==> config.mk <==
export PLATFORM = sky130hd
export DESIGN_NAME = debug_request_ack_port
export DESIGN_NICKNAME = d
export VERILOG_FILES = /design/src/inc/dbg_port_pkg.sv /design/src/inc/word_buf_if.sv /design/src/design/word_buffer.sv /design/src/design/debug_request_ack_port.sv
export SDC_FILE = /design/constraint.sdc
export NUM_CORES = 1
export LEC_CHECK = 0
export BUFFER_PORTS_ARGS = -buffer_cell sky130_fd_sc_hd__buf_2
export CORE_ASPECT_RATIO = 2
export CORE_UTILIZATION = 40
export DETAILED_ROUTE_END_ITERATION = 16
export SKIP_LAST_GASP = 1
export SLEW_MARGIN = 25
export SYNTH_ARGS = -nofsm -noshare
export SYNTH_HDL_FRONTEND = slang
export SYNTH_HIERARCHICAL = 1
export SYNTH_SLANG_ARGS = --single-unit
export TNS_END_PERCENT = 30
==> constraint.sdc <==
create_clock -name CORE_CLK_IN -period 6.4 [get_ports CORE_CLK_IN]
set_input_delay 1.28 -clock CORE_CLK_IN [delete_from_list [all_inputs] [get_ports CORE_CLK_IN]]
set_output_delay 1.28 -clock CORE_CLK_IN [all_outputs]
set_load 0.01 [all_outputs]
==> src/inc/dbg_port_pkg.sv <==
// Shared constants and state encoding of the debug request and acknowledge port
package dbg_port_pkg;

  // ****************************************
  // Word layout
  // ****************************************
  localparam int CMD_BITS = 8;
  localparam int DATA_BITS = 24;
  localparam int SEL_BITS = 5;
  localparam int WORD_BITS = SEL_BITS + DATA_BITS;
  localparam int CMD_RD_POS = 7;
  localparam int CMD_GO_POS = 6;

  // ****************************************
  // Timing counts in core clock cycles
  // ****************************************
  localparam int ACK_CYCLES = 4;
  localparam int SETTLE_CYCLES = 3;

  // ****************************************
  // Reset values
  // ****************************************
  localparam logic SERIAL_IDLE = 1'b1;
  localparam logic REQ_IDLE = 1'b1;

  // ****************************************
  // Controller states, Gray coded along the usual path
  // ****************************************
  typedef enum logic [3:0] {
    ST_BOOT      = 4'h0,
    ST_RUN       = 4'h1,
    ST_HALT      = 4'h3,
    ST_ENTER_ACK = 4'h2,
    ST_REL_WAIT  = 4'h6,
    ST_CMD       = 4'h7,
    ST_RD_WAIT   = 4'h5,
    ST_RD_ACK    = 4'h4,
    ST_RD_SHIFT  = 4'hC,
    ST_RD_END    = 4'hD,
    ST_WR_ACK    = 4'hF,
    ST_WR_DATA   = 4'hE,
    ST_WR_STORE  = 4'hA,
    ST_WR_ACK2   = 4'hB,
    ST_RST_ACK   = 4'h9
  } state_t;

endpackage : dbg_port_pkg

==> src/inc/word_buf_if.sv <==
// Valid and ready carrier between the serial controller and the write buffer
`timescale 1ns/10ps
`default_nettype none
interface word_buf_if #(parameter int W = 29);
  logic in_valid;
  logic in_ready;
  logic [W-1:0] in_data;
  logic out_valid;
  logic out_ready;
  logic [W-1:0] out_data;
  logic empty;

  modport src (output in_valid, output in_data, input in_ready, input empty);
  modport store (input in_valid, input in_data, output in_ready, output out_valid,
                 output out_data, output empty, input out_ready);
  modport sink (input out_valid, input out_data, output out_ready);
endinterface : word_buf_if
`default_nettype wire

==> src/design/word_buffer.sv <==
// Two-entry write buffer with registered valid and ready, empty decoded from the valid flops
`timescale 1ns/10ps
`default_nettype none
module word_buffer #(
  parameter int W = 29
) (
  input wire logic clk_in,
  input wire logic rst_n_in,
  word_buf_if.store bus
);

  logic [W-1:0] mem_r [2];
  logic [W-1:0] mem_nxt [2];
  logic [1:0] vld_r;
  logic [1:0] vld_nxt;
  logic pop;
  logic push;

  // Slot 0 is the head; slot 1 only fills while the head is stalled
  always_comb begin
    pop = vld_r[0] & bus.out_ready;
    push = bus.in_valid & ~vld_r[1];
    mem_nxt = mem_r;
    vld_nxt = vld_r;
    if (pop) begin
      mem_nxt[0] = mem_r[1];
      vld_nxt[0] = vld_r[1];
      vld_nxt[1] = 1'b0;
    end
    if (push) begin
      if (!vld_nxt[0]) begin
        mem_nxt[0] = bus.in_data;
        vld_nxt[0] = 1'b1;
      end else begin
        mem_nxt[1] = bus.in_data;
        vld_nxt[1] = 1'b1;
      end
    end
  end

  // Storage and flags
  always_ff @(posedge clk_in or negedge rst_n_in) begin
    if (!rst_n_in) begin
      vld_r <= 2'h0;
      mem_r[0] <= '0;
      mem_r[1] <= '0;
    end else begin
      vld_r <= vld_nxt;
      mem_r <= mem_nxt;
    end
  end

  // Valid and data are flop slices; ready is an inverted flop and empty is decoded from both valid flops
  assign bus.out_valid = vld_r[0];
  assign bus.out_data = mem_r[0];
  assign bus.in_ready = ~vld_r[1];
  assign bus.empty = (vld_r == 2'h0);
endmodule : word_buffer
`default_nettype wire

==> src/design/debug_request_ack_port.sv <==
// Debug request, serial output and acknowledge controller of the emulation port
`timescale 1ns/10ps
`default_nettype none
module debug_request_ack_port (
  input wire logic CORE_CLK_IN,
  input wire logic RST_N_IN,
  input wire logic DEBUG_REQUEST_N_IN,
  input wire logic DEBUG_SHIFT_CLOCK_IN,
  input wire logic CHIP_STATUS_BIT0_IN,
  input wire logic [1:0] CORE_STATUS_IN,
  input wire logic INSTR_DONE_IN,
  input wire logic CORE_LOW_POWER_IN,
  input wire logic REG_RD_VALID_IN,
  input wire logic [dbg_port_pkg::DATA_BITS-1:0] REG_RDATA_IN,
  input wire logic REG_WR_READY_IN,
  output logic DEBUG_SERIAL_OUT_OUT,
  output logic CHIP_STATUS_BIT0_OUT,
  output logic CHIP_STATUS_BIT0_OE_N_OUT,
  output logic CHIP_STATUS_BIT1_OUT,
  output logic CORE_HALT_OUT,
  output logic PIPE_SAVE_OUT,
  output logic CORE_WAKE_OUT,
  output logic DEBUG_MODE_OUT,
  output logic [dbg_port_pkg::SEL_BITS-1:0] REG_SEL_OUT,
  output logic REG_RD_OUT,
  output logic REG_WR_OUT,
  output logic [dbg_port_pkg::SEL_BITS-1:0] REG_WR_SEL_OUT,
  output logic [dbg_port_pkg::DATA_BITS-1:0] REG_WR_DATA_OUT
);

  localparam int DB = dbg_port_pkg::DATA_BITS;
  localparam int CB = dbg_port_pkg::CMD_BITS;

  // ****************************************
  // State decoding helpers
  // ****************************************
  function automatic logic is_ack(input dbg_port_pkg::state_t s);
    is_ack = (s == dbg_port_pkg::ST_ENTER_ACK) || (s == dbg_port_pkg::ST_RST_ACK) ||
             (s == dbg_port_pkg::ST_RD_ACK) || (s == dbg_port_pkg::ST_WR_ACK) ||
             (s == dbg_port_pkg::ST_WR_ACK2);
  endfunction : is_ack

  // Command session states, where a fresh request means a controller reset
  function automatic logic in_session(input dbg_port_pkg::state_t s);
    in_session = (s == dbg_port_pkg::ST_CMD) || (s == dbg_port_pkg::ST_RD_WAIT) ||
                 (s == dbg_port_pkg::ST_RD_ACK) || (s == dbg_port_pkg::ST_RD_SHIFT) ||
                 (s == dbg_port_pkg::ST_RD_END) || (s == dbg_port_pkg::ST_WR_ACK) ||
                 (s == dbg_port_pkg::ST_WR_DATA) || (s == dbg_port_pkg::ST_WR_STORE) ||
                 (s == dbg_port_pkg::ST_WR_ACK2);
  endfunction : in_session

  // ****************************************
  // Registers
  // ****************************************
  dbg_port_pkg::state_t state_r, state_nxt;
  logic sck_s1_r, sck_s2_r, sck_s3_r;
  logic dsi_s1_r, dsi_s2_r;
  logic req_s1_r, req_s2_r, req_s3_r;
  logic [DB-1:0] shreg_r, shreg_nxt;
  logic [CB-1:0] cmd_r, cmd_nxt;
  logic [4:0] bit_r, bit_nxt;
  logic [2:0] cnt_r, cnt_nxt;
  logic dso_r, dso_nxt;
  logic halt_r, halt_nxt;
  logic save_r, save_nxt;
  logic wake_r, wake_nxt;
  logic dbg_r, dbg_nxt;
  logic rd_r, rd_nxt;
  logic push_r, push_nxt;
  logic st0_r, st0_nxt;
  logic st0_oe_n_r, st0_oe_n_nxt;
  logic st1_r, st1_nxt;
  logic sck_rise, sck_fall, req_on, req_fell, leave;

  word_buf_if #(.W(dbg_port_pkg::WORD_BITS)) wbus ();

  // Edges seen on synchronised copies; one-eighth rate leaves time for each
  assign sck_rise = sck_s2_r & ~sck_s3_r;
  assign sck_fall = ~sck_s2_r & sck_s3_r;
  assign req_on = ~req_s2_r;
  assign req_fell = ~req_s2_r & req_s3_r;

  // ****************************************
  // Controller next state
  // ****************************************
  always_comb begin
    state_nxt = state_r;
    shreg_nxt = shreg_r;
    cmd_nxt = cmd_r;
    bit_nxt = bit_r;
    cnt_nxt = cnt_r;
    dso_nxt = dso_r;
    halt_nxt = halt_r;
    dbg_nxt = dbg_r;
    save_nxt = 1'b0;
    wake_nxt = 1'b0;
    rd_nxt = 1'b0;
    leave = 1'b0;
    push_nxt = push_r;
    if (push_r && wbus.in_ready) begin
      push_nxt = 1'b0;
    end
    // Wake a sleeping core on a fresh request
    if (req_fell && !dbg_r && CORE_LOW_POWER_IN) begin
      wake_nxt = 1'b1;
    end
    case (state_r)
      dbg_port_pkg::ST_BOOT: begin
        // Core held until the synchronised request has settled
        cnt_nxt = cnt_r + 3'h1;
        if (cnt_r == 3'(dbg_port_pkg::SETTLE_CYCLES - 1)) begin
          cnt_nxt = 3'h0;
          if (req_on) begin
            state_nxt = dbg_port_pkg::ST_ENTER_ACK;
            dbg_nxt = 1'b1;
          end else begin
            state_nxt = dbg_port_pkg::ST_RUN;
            halt_nxt = 1'b0;
          end
        end
      end
      dbg_port_pkg::ST_RUN: begin
        if (req_on) begin
          state_nxt = dbg_port_pkg::ST_HALT;
          halt_nxt = 1'b1;
        end
      end
      dbg_port_pkg::ST_HALT: begin
        // Wait for the instruction in flight to retire
        if (INSTR_DONE_IN) begin
          state_nxt = dbg_port_pkg::ST_ENTER_ACK;
          save_nxt = 1'b1;
          dbg_nxt = 1'b1;
        end
      end
      dbg_port_pkg::ST_ENTER_ACK, dbg_port_pkg::ST_RST_ACK, dbg_port_pkg::ST_RD_ACK,
      dbg_port_pkg::ST_WR_ACK, dbg_port_pkg::ST_WR_ACK2: begin
        // Fixed-width low pulse, then the line returns high
        dso_nxt = 1'b0;
        cnt_nxt = cnt_r + 3'h1;
        if (cnt_r == 3'(dbg_port_pkg::ACK_CYCLES)) begin
          cnt_nxt = 3'h0;
          dso_nxt = dbg_port_pkg::SERIAL_IDLE;
          if (state_r == dbg_port_pkg::ST_RD_ACK) begin
            state_nxt = dbg_port_pkg::ST_RD_SHIFT;
          end else if (state_r == dbg_port_pkg::ST_WR_ACK) begin
            state_nxt = dbg_port_pkg::ST_WR_DATA;
          end else if (state_r == dbg_port_pkg::ST_WR_ACK2) begin
            leave = cmd_r[dbg_port_pkg::CMD_GO_POS];
            state_nxt = dbg_port_pkg::ST_CMD;
          end else begin
            state_nxt = dbg_port_pkg::ST_REL_WAIT;
          end
        end
      end
      dbg_port_pkg::ST_REL_WAIT: begin
        // No command is taken while the request is still held
        if (!req_on) begin
          state_nxt = dbg_port_pkg::ST_CMD;
          bit_nxt = 5'h0;
        end
      end
      dbg_port_pkg::ST_CMD: begin
        if (sck_fall) begin
          cmd_nxt = {cmd_r[CB-2:0], dsi_s2_r};
          bit_nxt = bit_r + 5'h1;
          if (bit_r == 5'(CB - 1)) begin
            bit_nxt = 5'h0;
            if (cmd_nxt[dbg_port_pkg::CMD_RD_POS]) begin
              state_nxt = dbg_port_pkg::ST_RD_WAIT;
              rd_nxt = 1'b1;
            end else begin
              state_nxt = dbg_port_pkg::ST_WR_ACK;
            end
          end
        end
      end
      dbg_port_pkg::ST_RD_WAIT: begin
        // Selected register contents become the outgoing word
        if (REG_RD_VALID_IN) begin
          shreg_nxt = REG_RDATA_IN;
          state_nxt = dbg_port_pkg::ST_RD_ACK;
        end
      end
      dbg_port_pkg::ST_RD_SHIFT: begin
        if (sck_rise) begin
          dso_nxt = shreg_r[DB-1];
          shreg_nxt = {shreg_r[DB-2:0], 1'b0};
          bit_nxt = bit_r + 5'h1;
          if (bit_r == 5'(DB - 1)) begin
            bit_nxt = 5'h0;
            state_nxt = dbg_port_pkg::ST_RD_END;
          end
        end
      end
      dbg_port_pkg::ST_RD_END: begin
        // Last bit stands until the host has sampled it
        if (sck_fall) begin
          dso_nxt = dbg_port_pkg::SERIAL_IDLE;
          leave = cmd_r[dbg_port_pkg::CMD_GO_POS];
          state_nxt = dbg_port_pkg::ST_CMD;
        end
      end
      dbg_port_pkg::ST_WR_DATA: begin
        if (sck_fall) begin
          shreg_nxt = {shreg_r[DB-2:0], dsi_s2_r};
          bit_nxt = bit_r + 5'h1;
          if (bit_r == 5'(DB - 1)) begin
            bit_nxt = 5'h0;
            state_nxt = dbg_port_pkg::ST_WR_STORE;
            push_nxt = 1'b1;
          end
        end
      end
      dbg_port_pkg::ST_WR_STORE: begin
        // Acknowledge only emulation_port the word has left the buffer
        if (!push_r && wbus.empty) begin
          state_nxt = dbg_port_pkg::ST_WR_ACK2;
        end
      end
      default: begin
        state_nxt = dbg_port_pkg::ST_BOOT;
      end
    endcase
    // Resume the core when the command asked for it
    if (leave) begin
      state_nxt = dbg_port_pkg::ST_RUN;
      halt_nxt = 1'b0;
      dbg_nxt = 1'b0;
    end
    // Request inside a session restarts the controller, a way out of lost sync
    if (req_fell && in_session(state_r)) begin
      state_nxt = dbg_port_pkg::ST_RST_ACK;
      cnt_nxt = 3'h0;
      bit_nxt = 5'h0;
    end
    // Status bit0 released and bit1 driven low while the port is in debug mode
    st0_nxt = dbg_nxt ? 1'b0 : CORE_STATUS_IN[0];
    st1_nxt = dbg_nxt ? 1'b0 : CORE_STATUS_IN[1];
    st0_oe_n_nxt = dbg_nxt;
  end

  // ****************************************
  // Register update and input synchronisers
  // ****************************************
  always_ff @(posedge CORE_CLK_IN or negedge RST_N_IN) begin
    if (!RST_N_IN) begin
      state_r <= dbg_port_pkg::ST_BOOT;
      {sck_s1_r, sck_s2_r, sck_s3_r} <= 3'h0;
      {dsi_s1_r, dsi_s2_r} <= 2'h0;
      {req_s1_r, req_s2_r, req_s3_r} <= {3{dbg_port_pkg::REQ_IDLE}};
      shreg_r <= '0;
      cmd_r <= '0;
      bit_r <= 5'h0;
      cnt_r <= 3'h0;
      dso_r <= dbg_port_pkg::SERIAL_IDLE;
      halt_r <= 1'b1;
      save_r <= 1'b0;
      wake_r <= 1'b0;
      dbg_r <= 1'b0;
      rd_r <= 1'b0;
      push_r <= 1'b0;
      st0_r <= 1'b0;
      st0_oe_n_r <= 1'b0;
      st1_r <= 1'b0;
    end else begin
      state_r <= state_nxt;
      {sck_s1_r, sck_s2_r, sck_s3_r} <= {DEBUG_SHIFT_CLOCK_IN, sck_s1_r, sck_s2_r};
      {dsi_s1_r, dsi_s2_r} <= {CHIP_STATUS_BIT0_IN, dsi_s1_r};
      {req_s1_r, req_s2_r, req_s3_r} <= {DEBUG_REQUEST_N_IN, req_s1_r, req_s2_r};
      shreg_r <= shreg_nxt;
      cmd_r <= cmd_nxt;
      bit_r <= bit_nxt;
      cnt_r <= cnt_nxt;
      dso_r <= dso_nxt;
      halt_r <= halt_nxt;
      save_r <= save_nxt;
      wake_r <= wake_nxt;
      dbg_r <= dbg_nxt;
      rd_r <= rd_nxt;
      push_r <= push_nxt;
      st0_r <= st0_nxt;
      st0_oe_n_r <= st0_oe_n_nxt;
      st1_r <= st1_nxt;
    end
  end

  // ****************************************
  // Write buffer, stalled by the register side
  // ****************************************
  assign wbus.in_valid = push_r;
  assign wbus.in_data = {cmd_r[dbg_port_pkg::SEL_BITS-1:0], shreg_r};
  assign wbus.out_ready = REG_WR_READY_IN;

  word_buffer #(.W(dbg_port_pkg::WORD_BITS)) u_wbuf (
    .clk_in(CORE_CLK_IN),
    .rst_n_in(RST_N_IN),
    .bus(wbus.store)
  );

  // Outputs, each a flop
  assign DEBUG_SERIAL_OUT_OUT = dso_r;
  assign CHIP_STATUS_BIT0_OUT = st0_r;
  assign CHIP_STATUS_BIT0_OE_N_OUT = st0_oe_n_r;
  assign CHIP_STATUS_BIT1_OUT = st1_r;
  assign CORE_HALT_OUT = halt_r;
  assign PIPE_SAVE_OUT = save_r;
  assign CORE_WAKE_OUT = wake_r;
  assign DEBUG_MODE_OUT = dbg_r;
  assign REG_SEL_OUT = cmd_r[dbg_port_pkg::SEL_BITS-1:0];
  assign REG_RD_OUT = rd_r;
  assign REG_WR_OUT = wbus.out_valid;
  assign REG_WR_SEL_OUT = wbus.out_data[dbg_port_pkg::WORD_BITS-1:DB];
  assign REG_WR_DATA_OUT = wbus.out_data[DB-1:0];
endmodule : debug_request_ack_port
`default_nettype wire

# After elaboration in Yosys (flattened, before gate mapping)
# Index checks and enable logic that the tools add are counted.
# word_totals
reg_bits	120
in_bits	35
output_inout_bits	44
word_cells	187
# classes
add_sub_neg	2
eq_ne	43
n_mux	78
bitwise_logic	9
n_reduce_logical	30
# op_table
op	n
$mux W29	3
$mux W4	19
$mux W24	3
$pmux W24 S3	1
$mux W58	1
$pmux W4 S11	1
$ne A4 B3 Y1 const B	9
$mux W5	7
$mux W1	31
$eq A4 B4 Y1 const B	7
$ne A4 B4 Y1 const B	5
$pmux W5 S4	1
$eq A4 B3 Y1 const B	4
$reduce_and A14 Y1	1
$ne A3 B3 Y1 const B	4
$reduce_bool A3 Y1	4
$mux W3	3
$ne A3 B2 Y1 const B	3
$eq A4 B2 Y1 const B	2
$logic_or A1 B1 Y1	8
$ne A2 B2 Y1 const B	4
$reduce_and A4 Y1	2
$mux W2	3
$pmux W1 S2	3
other kinds (20)	33

# Longest topological paths before layout
# depth
word_depth	12
depth_mapped	9
depth_no_buf	8

# By module
# Netlist, hierarchy kept.
# by_module_without_submodules
mod	instances	cells_each	area_each_um2	seq_area_each_um2
debug_request_ack_port	1	321	3218.1	1507.7
word_buffer	1	196	2881.5	1501.4

# Least setup slack after synthesis
# OpenSTA, ideal clock, no wires.
# synth_path
kind	input to register
start	input INSTR_DONE_IN
end	register state_r[3]
setup_ns	0.124
t_arrival_ns	2.223
t_required_ns	6.276
path_slack_ns	4.053
cell_stages	4
path_buffers	0
cell_sequence	o22a_1 o31ai_1 nor4b_4 a211o_1
# synth_via
elab_chain_cells	2
# synth_rtl
item	line	source
start, declared	debug_request_ack_port.sv:11	input wire logic INSTR_DONE_IN,
$ne A4 B4 Y1 (no source line)	n/a	
$reduce_and A14 Y1 (no source line)	n/a	
end signal, assigned	debug_request_ack_port.sv:248	state_r <= dbg_port_pkg::ST_BOOT;
end signal, assigned	debug_request_ack_port.sv:267	state_r <= state_nxt;
end, declared	debug_request_ack_port.sv:55	dbg_port_pkg::state_t state_r, state_nxt;
# Every way passes these cells.
# A chain may end at the register's enable or synchronous reset.

# Worst setup path in the final report
# layout_path
start	register state_r[2]
end	register state_r[3]
# layout_via
elab_chain_cells	12
elab_cells_between_ends	51
classes_between	28 x eq/ne; 11 x mux; 12 x reduce/logical
# layout_rtl
item
parallel branches: the longest is 12 deep, another holds $reduce_and A14 Y1
# Parallel ways; which one is timed is not known. The select of a mux whose other input is x is not followed.

==> impl_metrics.csv <==
group,metric,value,unit
critical_path,worstSetupEndpoint,"state_r[3]",
clock_tree,clock_latency,0.42,ns
critical_path,path_class,"register to register",
placed_design,place_congestion,0.862,
timing,rsz0062_at_grt,"false",
grt,gr-total-overflow,0,
critical_path,r2r_end,"state_r[3]",
synth,seq_area_frac_synth,49.3,%
synth,synth_ff_type,"dfrtp_1",
critical_path,rrSetupSlack,3.14,ns
critical_path,cp.depth,4,
timing,report.final.setup_viol,0,
drt,drc,0,
cells_and_area,fin_cells,762,
floorplanning,die-width,89.3,um
timing,setup-tns-final,0,ns
drt,dr.pass1.iters,6,
drt,routedWlPerCell,17.9,um
power_and_ir_drop,cellLeakagePower,0.00360,uW
power_and_ir_drop,switching_power,937,uW
clock_tree,numCtsBuffers,17,
placed_design,place_area,6320,um^2
synth,syn_area_per_cell,11.8,um^2
synth,syn_area,6100,um^2
synth,ys_seq_elements,120,
critical_path,crit_chain,"nand3_2 -> o311ai_1 -> nor4b_4 -> a211o_1",
grt,antenna_found_initial,0,
cells_and_area,nets,594,
floorplanning,initial_utilization,40.9,%
clock_tree,clockRootBuffer,"clkbuf_16",
cells_and_area,drive_gt1_share,39.9,%
floorplanning,core_area,14900,um^2
critical_path,cp_slowest_stage_delay,0.96,ns
clock_tree,hold_buffers,0,
power_and_ir_drop,p_sw_share,33.8,%
clock_tree,clk_pin_slew,0.06,ns
synth,synthCells,517,
placed_design,buffer_ports.inserted,78,
timing,whs,0.353,ns
synth,synth_nets,557,
power_and_ir_drop,p_comb_share,24.4,%
cells_and_area,n_fill_cell,1342,
critical_path,r2r_cells,4,
power_and_ir_drop,p_seq_share,38.6,%
critical_path,critPathLaunchType,"register",
grt,grt_max_degree,62,
cells_and_area,area_delta_synth_final,14.7,%
floorplanning,io_pins,79,
synth,synthArstFlopShare,100,%
critical_path,end_kind,"register",
placed_design,dp_cells,729,
clock_tree,cts_buffer_depth,2,
cells_and_area,final_util,46.9,%
timing,hold_viol,0,
timing,worst_pin_slew,1.05,ns
timing,finalClockSkew,0.00913,ns
power_and_ir_drop,ir_worst_vdd,209,uV
timing,post-route-period-util,51.0,%
synth,yosys.cell_types.count,63,
clock_tree,ctsResizeCount,0,
power_and_ir_drop,clkPwrFrac,37.1,%
grt,grt_use_total,18.9,%
worst_hold_path,hold_class,"register to register",
drt,via_per_inst,5.25,
placed_design,dp_hpwl,9.20,mm
cells_and_area,finalInstanceArea,6990,um^2
synth,yosysWarnings,6,
run,cap_viol_max_count,0,
clock_tree,cts_tree,"yes",
drt,drt_wl_total,13.6,mm
critical_path,startpoint,"state_r[2]",
critical_path,r2r_start,"state_r[2]",
power_and_ir_drop,power.density,397,nW/um^2
synth,synth_edf_count,0,
timing,fmax,307,MHz
floorplanning,die_area,15800,um^2
timing,slew_violations,0,
critical_path,cp_slowest_cell,"nand3_2",
floorplanning,die_h,177,um
critical_path,crit_buf_inv,0,
clock_tree,cts_setup_buffers,0,
floorplanning,row_count,63,
clock_tree,clock-sinks,120,
run_status,status,"complete, no violations",
timing,fin_crit,3.26,ns
drt,vias,3999,
critical_path,cp_data_arrival_time,3.56,ns
grt,grt_pass1_vias,4279,
timing,relSlewSlack,30.3,%
grt,grt_first_pass_wirelength,22.0,mm
power_and_ir_drop,internal_power,1840,uW
critical_path,crit_family,"simple AND/OR/NAND/NOR gates",
drt,first_iter_violations,248,
critical_path,path_max_fanout,27,
cells_and_area,n_antenna_cell,0,
drt,drtAntennaViolNets,0,
clock_tree,cts-htree-levels,4,
critical_path,crit_required,6.70,ns
final cells by class:
| cell class | instances | area [um^2] | area share (%) |
|---|---|---|---|
| sequential | 120 | 3010 | 43.0 |
| clock buffer | 19 | 443 | 6.33 |
| inverter | 9 | 36.3 | 0.519 |
| tap | 195 | 244 | 3.49 |
| timing repair buffer | 81 | 435 | 6.23 |
| multi-input combinational | 325 | 2630 | 37.6 |
| clock inverter | 13 | 195 | 2.79 |
per-layer routing:
metal | routed length [um] | track usage [%] | vias to the layer above | share of wire [%]
li1 | - | - | 1877 | -
met1 | 5360 | 20.9 | 2005 | 39
met2 | 7500 | 33.3 | 103 | 55
met3 | 525 | 4.85 | 14 | 3.8
met4 | 250 | 8.20 | 0 | 1.8
met5 | 0 | 0 | - | 0
power groups by stage:
stage               combinational (uW)  sequential, uW  clock [uW]
floorplan                          607             969           0
global placement                   651            1070           0
detailed placement                 674            1080           0
CTS                                679            1070        1050
global route                       751            1100        1080
finish                             676            1070        1030
placed cells by master, fill, tap and decap left out, types with 9 or more instances in the layout:
cell type / count
a21oi_1: 12
buf_2: 77
clkbuf_16: 17
dfrtp_1: 115
mux2_2: 81
mux2_4: 15
mux2i_1: 26
nand2_1: 41
nand2b_1: 9
nor2_1: 16
o21ai_0: 32
cells in the mapped netlist (6+ instances only):
master | count | share of area (%)
nor2_1 | 17 | 1.0
mux2_4 | 15 | 3.7
a21oi_1 | 12 | 0.98
mux2i_1 | 26 | 4.3
inv_1 | 8 | 0.49
nand3_1 | 6 | 0.49
nand2_1 | 41 | 2.5
nor2b_1 | 7 | 0.72
buf_6 | 9 | 1.7
nand2b_1 | 9 | 0.92
o21ai_0 | 32 | 2.6
buf_2 | 10 | 0.82
mux2_2 | 81 | 15
o21ai_1 | 7 | 0.57
buf_4 | 37 | 4.6
clkbuf_1 | 6 | 0.37
dfrtp_1 | 115 | 47
flip-flops by register name, indices dropped and copies added, names as in the netlist, 2 cells and up:
register             cells
cnt_r                    3
shreg_r                 24
state_r                  4
u_wbuf/mem_r            29
u_wbuf/vld_r             2
cmd_r                    7
bit_r                    5
u_wbuf/bus.out_data     29
worst min path at each step:
stage / slack (ns) / endpoint / from / depth (start not counted)
2_1_floorplan: 0.33 / dsi_s2_r / dsi_s1_r / 0
3_3_place_gp: 0.34 / dsi_s2_r / dsi_s1_r / 0
3_5_place_dp: 0.34 / dsi_s2_r / dsi_s1_r / 0
4_1_cts: 0.35 / dsi_s2_r / dsi_s1_r / 0
5_1_grt: 0.36 / req_s2_r / req_s1_r / 0
6_report: 0.35 / dsi_s2_r / dsi_s1_r / 0
metrics by stage:
stage	setup WS (ns)	total power [uW]
final	3.14	2770
after global routing	2.92	2920
after CTS	3.13	2790
after detailed placement	3.16	1760
after global placement	3.25	1720
after floorplan	4.05	1580
cell families after synthesis:
group                      Yosys count  share of synthesized area [%]
DFF                                120                           49.3
xor gates and xnor gates             1                          0.267
adders and majority gates            5                           1.03
muxes                              122                           22.9
and+or+nand+nor                    111                           9.68
AOI/OAI and AO/OA                   86                           8.72
buffers and inverters               72                           8.06
No activity file was read; power rests on OpenSTA's default activity.
